[src/rtl/arc_pkg.sv]
// constants for the converter result, compare and configuration registers
// assumes an 8-bit register port clocked by the bus clock
package arc_pkg;
	localparam int ADDR_W = 4;
	localparam logic [3:0] OFF_RES_HI = 4'h0;
	localparam logic [3:0] OFF_RES_LO = 4'h1;
	localparam logic [3:0] OFF_CMP_HI = 4'h2;
	localparam logic [3:0] OFF_CMP_LO = 4'h3;
	localparam logic [3:0] OFF_CFG = 4'h4;
	localparam logic [3:0] OFF_PIN_LO = 4'h5;
	localparam logic [3:0] OFF_PIN_MID = 4'h6;
	localparam logic [3:0] OFF_PIN_HI = 4'h7;
	localparam logic [3:0] OFF_CTRL = 4'h8;
	localparam logic [3:0] OFF_STAT = 4'h9;
	localparam logic [7:0] RST_BYTE = 8'h00;
	localparam int CFG_LPC = 7;
	localparam int CFG_DIV_HI = 6;
	localparam int CFG_DIV_LO = 5;
	localparam int CFG_LSMP = 4;
	localparam int CFG_MODE_HI = 3;
	localparam int CFG_MODE_LO = 2;
	localparam int CFG_CLK_HI = 1;
	localparam int CFG_CLK_LO = 0;
	localparam logic [1:0] MODE_8BIT = 2'h0;
	localparam logic [1:0] MODE_10BIT = 2'h2;
	localparam int CTRL_CMP_EN = 0;
	localparam int CTRL_CMP_GT = 1;
	localparam int STAT_CONVERSION_COMPLETE_FLAG = 0;
	localparam int STAT_BLOCK = 1;
	localparam int STAT_VALID = 2;
	localparam logic [2:0] DIV_MAX = 3'h7;
endpackage : arc_pkg

[src/rtl/arc_pin_group.sv]
// one group of eight channel pins handed to analog use
// assumes port-side pad signals are synchronous to the bus clock
`timescale 1ns/1ps
`default_nettype none
module arc_pin_group #(
	parameter int W = 8
) (
	input wire logic [W-1:0] disable_i,
	input wire logic [W-1:0] port_out_i,
	input wire logic [W-1:0] port_oe_i,
	input wire logic [W-1:0] pad_in_i,
	output logic [W-1:0] pad_out_o,
	output logic [W-1:0] pad_oe_o,
	output logic [W-1:0] port_in_o
);
	// disabled pins float, input reads zero
	assign pad_out_o = port_out_i & ~disable_i;
	assign pad_oe_o = port_oe_i & ~disable_i;
	assign port_in_o = pad_in_i & ~disable_i;
endmodule : arc_pin_group
`default_nettype wire

[src/rtl/arc_regs.sv]
// result, compare, configuration and pin-disable registers of the converter
// assumes conversion core supplies one-cycle completion pulses with a 10-bit result
//
// Function
// - high result shows bits 9:8, zero in 8-bit
// - result loads on completion unless compare fails
// - high read blocks transfers until low read
// - no interlock in 8-bit mode
// - width change invalidates held results
// - low result shows low eight bits
// - compare high used only in 10-bit
// - compare low checked against low result bits
// - bit 7 selects low power
// - bits 6:5 divide input clock 1/2/4/8
// - bit 4 selects long sample
// - bits 3:2 select conversion width
// - bits 1:0 select input clock source
// - first pin register covers channels 0-7
// - second pin register covers channels 8-15
// - third pin register covers channels 16-23
// - set bit removes digital port control
// - config, compare or control write aborts conversion
// - blocked transfer discarded, no complete flag
// - disabled pin floats, reads zero
// - abort keeps results, reset clears them
`timescale 1ns/1ps
`default_nettype none
module arc_regs #(
	parameter int CH = 24,
	parameter int RES_W = 10
) (
	input wire logic ref_clk_i,
	input wire logic srst_i,
	input wire logic [arc_pkg::ADDR_W-1:0] addr_i,
	input wire logic [7:0] wdata_i,
	input wire logic wr_i,
	input wire logic rd_i,
	output logic [7:0] rdata_o,
	input wire logic conv_done_i,
	input wire logic [RES_W-1:0] conv_result_i,
	input wire logic ctrl_write_i,
	input wire logic alt_clk_i,
	input wire logic async_clk_i,
	output logic abort_o,
	output logic restart_o,
	output logic conversion_complete_flag_o,
	output logic low_power_select_o,
	output logic long_sample_select_o,
	output logic ten_bit_mode_o,
	output logic conversion_clock_o,
	input wire logic [CH-1:0] port_out_i,
	input wire logic [CH-1:0] port_oe_i,
	input wire logic [CH-1:0] pad_in_i,
	output logic [CH-1:0] pad_out_o,
	output logic [CH-1:0] pad_oe_o,
	output logic [CH-1:0] port_in_o
);
	logic [1:0] result_high_bits_q;
	logic [7:0] result_low_byte_q;
	logic [7:0] compare_value_high_q;
	logic [7:0] compare_value_low_q;
	logic [7:0] converter_configuration_q;
	logic [7:0] analog_pin_disable_lo_q;
	logic [7:0] analog_pin_disable_mid_q;
	logic [7:0] analog_pin_disable_hi_q;
	logic compare_enable_q;
	logic compare_gt_q;
	logic conversion_complete_flag_q;
	logic block_q;
	logic valid_q;
	logic [7:0] rdata_q;
	logic [1:0] mode;
	logic is10;
	logic [RES_W-1:0] cmp_val;
	logic [RES_W-1:0] res_used;
	logic cmp_true;
	logic take;
	logic blocked;
	logic wr_cfg;
	logic mode_change;

	////////////////////////////////////////////////////////////////////////
	// configuration fields

	assign mode = converter_configuration_q[arc_pkg::CFG_MODE_HI:arc_pkg::CFG_MODE_LO];
	assign is10 = (mode == arc_pkg::MODE_10BIT);
	assign ten_bit_mode_o = is10;
	assign low_power_select_o = converter_configuration_q[arc_pkg::CFG_LPC];
	assign long_sample_select_o = converter_configuration_q[arc_pkg::CFG_LSMP];
	assign wr_cfg = wr_i && (addr_i == arc_pkg::OFF_CFG);
	// width change drops valid and interlock, result data kept
	assign mode_change = wr_cfg &&
		(wdata_i[arc_pkg::CFG_MODE_HI:arc_pkg::CFG_MODE_LO] != mode);

	////////////////////////////////////////////////////////////////////////
	// compare and transfer decision

	// high compare bits ignored in 8-bit
	assign cmp_val = is10 ? {compare_value_high_q[1:0], compare_value_low_q}
		: {2'h0, compare_value_low_q};
	assign res_used = is10 ? conv_result_i : {2'h0, conv_result_i[7:0]};
	assign cmp_true = compare_gt_q ? (res_used >= cmp_val) : (res_used < cmp_val);
	assign blocked = block_q && is10;
	assign take = conv_done_i && !blocked && (!compare_enable_q || cmp_true);
	// blocked result is discarded, another conversion requested unless compare fails
	assign restart_o = conv_done_i && blocked && (!compare_enable_q || cmp_true);

	// writes that change operating setup
	assign abort_o = wr_i && (addr_i == arc_pkg::OFF_CFG || addr_i == arc_pkg::OFF_CMP_HI
		|| addr_i == arc_pkg::OFF_CMP_LO || addr_i == arc_pkg::OFF_CTRL);

	////////////////////////////////////////////////////////////////////////
	// result registers

	always_ff @(posedge ref_clk_i) begin
		if (srst_i) begin
			result_high_bits_q <= 2'h0;
			result_low_byte_q <= arc_pkg::RST_BYTE;
		end else if (take) begin
			result_high_bits_q <= is10 ? conv_result_i[9:8] : 2'h0;
			result_low_byte_q <= conv_result_i[7:0];
		end
	end

	always_ff @(posedge ref_clk_i) begin
		if (srst_i) begin
			valid_q <= 1'b0;
		end else if (take) begin
			valid_q <= 1'b1;
		end else if (mode_change) begin
			valid_q <= 1'b0;
		end
	end

	// interlock: set on high read in 10-bit, cleared by low read
	always_ff @(posedge ref_clk_i) begin
		if (srst_i) begin
			block_q <= 1'b0;
		end else if (rd_i && addr_i == arc_pkg::OFF_RES_LO) begin
			block_q <= 1'b0;
		end else if (rd_i && addr_i == arc_pkg::OFF_RES_HI && is10) begin
			block_q <= 1'b1;
		end else if (mode_change) begin
			block_q <= 1'b0;
		end
	end

	// completion flag: set wins over clear
	always_ff @(posedge ref_clk_i) begin
		if (srst_i) begin
			conversion_complete_flag_q <= 1'b0;
		end else if (take) begin
			conversion_complete_flag_q <= 1'b1;
		end else if (ctrl_write_i || (rd_i && addr_i == arc_pkg::OFF_RES_LO)) begin
			conversion_complete_flag_q <= 1'b0;
		end
	end
	assign conversion_complete_flag_o = conversion_complete_flag_q;

	////////////////////////////////////////////////////////////////////////
	// writable registers

	always_ff @(posedge ref_clk_i) begin
		if (srst_i) begin
			compare_value_high_q <= arc_pkg::RST_BYTE;
			compare_value_low_q <= arc_pkg::RST_BYTE;
		end else if (wr_i && addr_i == arc_pkg::OFF_CMP_HI) begin
			compare_value_high_q <= {6'h00, wdata_i[1:0]};
		end else if (wr_i && addr_i == arc_pkg::OFF_CMP_LO) begin
			compare_value_low_q <= wdata_i;
		end
	end

	always_ff @(posedge ref_clk_i) begin
		if (srst_i) begin
			converter_configuration_q <= arc_pkg::RST_BYTE;
		end else if (wr_cfg) begin
			converter_configuration_q <= wdata_i;
		end
	end

	always_ff @(posedge ref_clk_i) begin
		if (srst_i) begin
			compare_enable_q <= 1'b0;
			compare_gt_q <= 1'b0;
		end else if (wr_i && addr_i == arc_pkg::OFF_CTRL) begin
			compare_enable_q <= wdata_i[arc_pkg::CTRL_CMP_EN];
			compare_gt_q <= wdata_i[arc_pkg::CTRL_CMP_GT];
		end
	end

	always_ff @(posedge ref_clk_i) begin
		if (srst_i) begin
			analog_pin_disable_lo_q <= arc_pkg::RST_BYTE;
			analog_pin_disable_mid_q <= arc_pkg::RST_BYTE;
			analog_pin_disable_hi_q <= arc_pkg::RST_BYTE;
		end else if (wr_i) begin
			if (addr_i == arc_pkg::OFF_PIN_LO) begin
				analog_pin_disable_lo_q <= wdata_i;
			end else if (addr_i == arc_pkg::OFF_PIN_MID) begin
				analog_pin_disable_mid_q <= wdata_i;
			end else if (addr_i == arc_pkg::OFF_PIN_HI) begin
				analog_pin_disable_hi_q <= wdata_i;
			end
		end
	end

	////////////////////////////////////////////////////////////////////////
	// read port, data one cycle after the strobe

	// status and control words built from package bit positions
	logic [7:0] status_word;
	logic [7:0] ctrl_word;

	always_comb begin
		status_word = 8'h00;
		status_word[arc_pkg::STAT_CONVERSION_COMPLETE_FLAG] = conversion_complete_flag_q;
		status_word[arc_pkg::STAT_BLOCK] = block_q;
		status_word[arc_pkg::STAT_VALID] = valid_q;
	end

	always_comb begin
		ctrl_word = 8'h00;
		ctrl_word[arc_pkg::CTRL_CMP_EN] = compare_enable_q;
		ctrl_word[arc_pkg::CTRL_CMP_GT] = compare_gt_q;
	end

	always_ff @(posedge ref_clk_i) begin
		if (srst_i) begin
			rdata_q <= 8'h00;
		end else if (rd_i) begin
			if (addr_i == arc_pkg::OFF_RES_HI) begin
				// high bits read zero outside 10-bit
				rdata_q <= is10 ? {6'h00, result_high_bits_q} : 8'h00;
			end else if (addr_i == arc_pkg::OFF_RES_LO) begin
				rdata_q <= result_low_byte_q;
			end else if (addr_i == arc_pkg::OFF_CMP_HI) begin
				rdata_q <= compare_value_high_q;
			end else if (addr_i == arc_pkg::OFF_CMP_LO) begin
				rdata_q <= compare_value_low_q;
			end else if (addr_i == arc_pkg::OFF_CFG) begin
				rdata_q <= converter_configuration_q;
			end else if (addr_i == arc_pkg::OFF_PIN_LO) begin
				rdata_q <= analog_pin_disable_lo_q;
			end else if (addr_i == arc_pkg::OFF_PIN_MID) begin
				rdata_q <= analog_pin_disable_mid_q;
			end else if (addr_i == arc_pkg::OFF_PIN_HI) begin
				rdata_q <= analog_pin_disable_hi_q;
			end else if (addr_i == arc_pkg::OFF_CTRL) begin
				rdata_q <= ctrl_word;
			end else if (addr_i == arc_pkg::OFF_STAT) begin
				rdata_q <= status_word;
			end else begin
				rdata_q <= 8'h00;
			end
		end else begin
			rdata_q <= 8'h00;
		end
	end
	assign rdata_o = rdata_q;

	////////////////////////////////////////////////////////////////////////
	// conversion clock: source select then divider

	logic bus_half_q;
	logic [1:0] alt_q;
	logic [1:0] asy_q;
	logic alt_prev_q;
	logic asy_prev_q;
	logic src_tick;
	logic [2:0] div_cnt_q;
	logic [2:0] div_mask;
	logic cclk_q;

	// alternate and asynchronous clocks pass two-flop synchronizers before edge detect
	always_ff @(posedge ref_clk_i) begin
		if (srst_i) begin
			bus_half_q <= 1'b0;
			alt_q <= 2'h0;
			asy_q <= 2'h0;
			alt_prev_q <= 1'b0;
			asy_prev_q <= 1'b0;
		end else begin
			bus_half_q <= ~bus_half_q;
			alt_q <= {alt_q[0], alt_clk_i};
			asy_q <= {asy_q[0], async_clk_i};
			alt_prev_q <= alt_q[1];
			asy_prev_q <= asy_q[1];
		end
	end

	always_comb begin
		case (converter_configuration_q[arc_pkg::CFG_CLK_HI:arc_pkg::CFG_CLK_LO])
			2'h0: src_tick = 1'b1;
			2'h1: src_tick = bus_half_q;
			2'h2: src_tick = alt_q[1] && !alt_prev_q;
			default: src_tick = asy_q[1] && !asy_prev_q;
		endcase
	end

	always_comb begin
		case (converter_configuration_q[arc_pkg::CFG_DIV_HI:arc_pkg::CFG_DIV_LO])
			2'h0: div_mask = 3'h0;
			2'h1: div_mask = 3'h1;
			2'h2: div_mask = 3'h3;
			default: div_mask = arc_pkg::DIV_MAX;
		endcase
	end

	// one conversion clock pulse per 1/2/4/8 source ticks
	// restarts on any configuration write so a new ratio starts clean
	always_ff @(posedge ref_clk_i) begin
		if (srst_i || wr_cfg) begin
			div_cnt_q <= 3'h0;
			cclk_q <= 1'b0;
		end else begin
			cclk_q <= src_tick && ((div_cnt_q & div_mask) == div_mask);
			if (src_tick) begin
				div_cnt_q <= (div_cnt_q == div_mask) ? 3'h0 : div_cnt_q + 3'h1;
			end
		end
	end
	assign conversion_clock_o = cclk_q;

	////////////////////////////////////////////////////////////////////////
	// pin handover, three groups of eight

	logic [CH-1:0] pin_dis;
	assign pin_dis = {analog_pin_disable_hi_q, analog_pin_disable_mid_q,
		analog_pin_disable_lo_q};

	for (genvar g = 0; g < CH / 8; g++) begin : g_pin
		arc_pin_group #(.W(8)) u_grp (
			.disable_i(pin_dis[g*8 +: 8]),
			.port_out_i(port_out_i[g*8 +: 8]),
			.port_oe_i(port_oe_i[g*8 +: 8]),
			.pad_in_i(pad_in_i[g*8 +: 8]),
			.pad_out_o(pad_out_o[g*8 +: 8]),
			.pad_oe_o(pad_oe_o[g*8 +: 8]),
			.port_in_o(port_in_o[g*8 +: 8])
		);
	end
endmodule : arc_regs
`default_nettype wire

[config.mk]
export PLATFORM = sky130hd
export DESIGN_NAME = arc_regs
export DESIGN_NICKNAME = d
export VERILOG_FILES = /design/src/rtl/arc_pkg.sv /design/src/rtl/arc_pin_group.sv /design/src/rtl/arc_regs.sv
export SDC_FILE = /design/constraint.sdc
export NUM_CORES = 1
export LEC_CHECK = 0
export BUFFER_PORTS_ARGS = -buffer_cell sky130_fd_sc_hd__buf_2
export CAP_MARGIN = 15
export CORE_ASPECT_RATIO = 0.6
export CORE_MARGIN = 1
export CORE_UTILIZATION = 50
export CTS_CLUSTER_SIZE = 8
export DETAILED_ROUTE_END_ITERATION = 10
export PLACE_DENSITY = 0.9
export RECOVER_POWER = 50
export SLEW_MARGIN = 15
export SYNTH_ARGS = -nofsm -noshare
export SYNTH_HDL_FRONTEND = slang
export SYNTH_SLANG_ARGS = --single-unit
export TNS_END_PERCENT = 10
[constraint.sdc]
create_clock -name ref_clk_i -period 4.8 [get_ports ref_clk_i]
set_input_delay 0.24 -clock ref_clk_i [delete_from_list [all_inputs] [get_ports ref_clk_i]]
set_output_delay 0.24 -clock ref_clk_i [all_outputs]
set_load 0.005 [all_outputs]
==> metrics.yaml <==
status: "complete, but fails checks"
violations: "capacitance limit, slew limit"
worst_slack_ns: 1.577
dominantRegCellSynth: "dfxtp_1"
max_stage_delay_ns: 0.57
cts.reportedPaths.clkPinSlew_ns: 0.06
gr-max-usage-layer: "met2"
cts_resized: 0
hold_buffers: 0
crit_family: "compound AO/OA/AOI/OAI gates"
crit_slowest_cell: "o31ai_1"
power_mw: 1.545
crit_chain: "nor2b_1 > and2_1 > ha_1 > o21ai_0 > a21oi_1 > o31ai_1 > a31oi_1 > buf_2"
synth_common_cells: "nor2b_1 (85), dfxtp_1 (76), nand2_1 (53)"
rows: 25
drv_cap: 1
grt_pass1_wl_um: 19800
p_leak_nw: 2.319
io_buffer_count: 188
setup_viol: 0
fin_hold_ws_ns: 0.1050
grt-ovfl-total: 0
path_buf_inv: 1
nets: 801
yosysSeqAreaShare_pct: 35.99
cts.sinks: 76
use_met2_pct: 49.49
syn_area_mm2: 0.004228
gp_congestion: 0.9272
clock_skew_ns: 0.005988
ir_drop_uv: 155.9
use_met1_pct: 38.23
routed_via_density: 5.536
grt_pass1_vias: 4054
powerDensity_mw_per_mm2: 284.8
via_count: 4407
drt_iter0_drc: 455
min_period_ns: 3.223
synth.most_common_cell: "nor2b_1"
worst_pin_slew_ns: 3.049
grt.total_usage_pct: 29.80
coreArea_mm2: 0.008039
drt_wl_total_um: 13040
synth_edf_count: 0
hold_class: "input pin to flip-flop"
detail_route.wl_per_cell_um: 16.38
clockBufferDepth: 2
drc: 0
setup-tns-final_ns: 0
insertion_delay_ns: 0.34
pre_cts_ws_ns: 1.902
grt_max_degree: 78
crit_path_start_kind: "flip-flop"
yosys_register_bits: 76
async_flop_share_pct: 0
synth.largest_area_cell: "dfxtp_1"
crit_type: "flip-flop to primary output"
drtPass1Iterations: 5
syn_to_final_growth_pct: 28.32
dp.final_hpwl_um: 9935
cp.required_ns: 4.56
cp.arrival_ns: 2.98
relSlewSlack_pct: -103.2
synthesis.nets: 624
ys_top_cells_by_area: "dfxtp_1 (36%), nor2b_1 (13%), mux2i_1 (6.9%)"
fmax_ghz: 0.3103
fin_util_pct: 67.49
die_area_mm2: 0.008839
synth.distinct_cells: 48
antenna_found_initial: 0
netlist_instances: 508
cts_htree_levels: 3
finalMaxSlewViolations: 78
fp.dieW_um: 120.7
floorplan.initialDensity_pct: 52.59
avgSynthCellArea_um2: 8.322
dieHeight_um: 73.23
cts_tree: "yes"
pin_count: 189
hold_viol_final: 0
fin_crit_sh_pct: 67.15
end_kind: "primary output"
post_cts_buffers: 0
yosys.area.top_type_share_pct: 35.99
num_antenna_cells: 0
cts_buffers: 9
ant_nets: 0
met3_usage_pct: 8.906
synth_warnings: 0
drive_gt1_share_pct: 23.40
critPathMaxFanout: 9
grt_setup_unrepaired: "false"
clock-root-buffer: "clkbuf_16"
## power by group
part,switching [mW],total [mW],internal [mW]
logic,0.111,0.211,0.100
registers,0.0110,0.657,0.646
clock network,0.253,0.677,0.424
total,0.375,1.54,1.17
## final cells by class
cell class / count / area, um^2
clock inverters: 2 / 35.03
multi-input cells: 394 / 2542
well taps: 108 / 135.1
repair buffers: 190 / 882.1
inverters: 14 / 52.55
flip-flops and latches: 76 / 1521
fillers: 681 / 2614
clock buffers: 12 / 256.5
## metrics by stage
| step | cells | area, um^2 |
|---|---|---|
| 2_1_floorplan | 508 | 4228 |
| 3_3_place_gp | 782 | 5207 |
| 3_5_place_dp | 782 | 5207 |
| 4_1_cts | 796 | 5499 |
| 5_1_grt | 796 | 5425 |
| 6_report | 796 | 5425 |
## sequential cells by signal, indices dropped and copies added, names as in the netlist, 2 cells and up
signal,count
compare_value_low_q,8
asy_q,2
analog_pin_disable_lo_q,8
div_cnt_q,3
analog_pin_disable_mid_q,8
rdata_o,8
alt_q,2
result_high_bits_q,2
converter_configuration_q,8
analog_pin_disable_hi_q,8
result_low_byte_q,8
compare_value_high_q,2
## placed cells by master, fill, tap and decap left out, types with 3 or more instances in the layout
| cell type | instances |
|---|---|
| clkbuf_1 | 57 |
| dfxtp_1 | 76 |
| buf_2 | 121 |
| nand4_1 | 3 |
| and3_1 | 3 |
| a21oi_1 | 44 |
| nor2b_1 | 85 |
| nand3_1 | 10 |
| and2_1 | 4 |
| ha_1 | 14 |
| mux4_2 | 6 |
| nand2_1 | 53 |
| mux2i_1 | 29 |
| nor3_1 | 3 |
| nor2_1 | 34 |
| nand2b_1 | 27 |
| o21ai_0 | 33 |
| nand3b_1 | 4 |
| clkbuf_16 | 9 |
| clkbuf_2 | 11 |
| nor3b_1 | 5 |
| inv_1 | 14 |
## cells by family after synthesis
logic type | synth area share, %
multiplexers | 10.59
AO/OA/AOI/OAI | 14.71
flip-flops | 35.99
AND/OR/NAND/NOR | 30.28
buffers and inverters | 3.877
adder cells (fa/ha/maj) | 4.143
XOR/XNOR | 0.4144
## layer usage
metal | vias to the layer above | routed length, um
met1 | 2033 | 5472
met5 | - | 0
met3 | 18 | 1399
met4 | 0 | 159
met2 | 260 | 6010
li1 | 2096 | -
## path summary, 6_finish.rpt
check	to	cells after the start	start	slack [ns]
hold reg to reg	bus_half_q	1	bus_half_q	0.43
setup / recovery	restart_o	8	converter_configuration_q[3]	1.58
hold / removal	alt_q[0]	2	alt_clk_i	0.10
setup reg to reg	result_low_byte_q[6]	8	converter_configuration_q[3]	1.80
No activity file was read; power rests on OpenSTA's default activity.
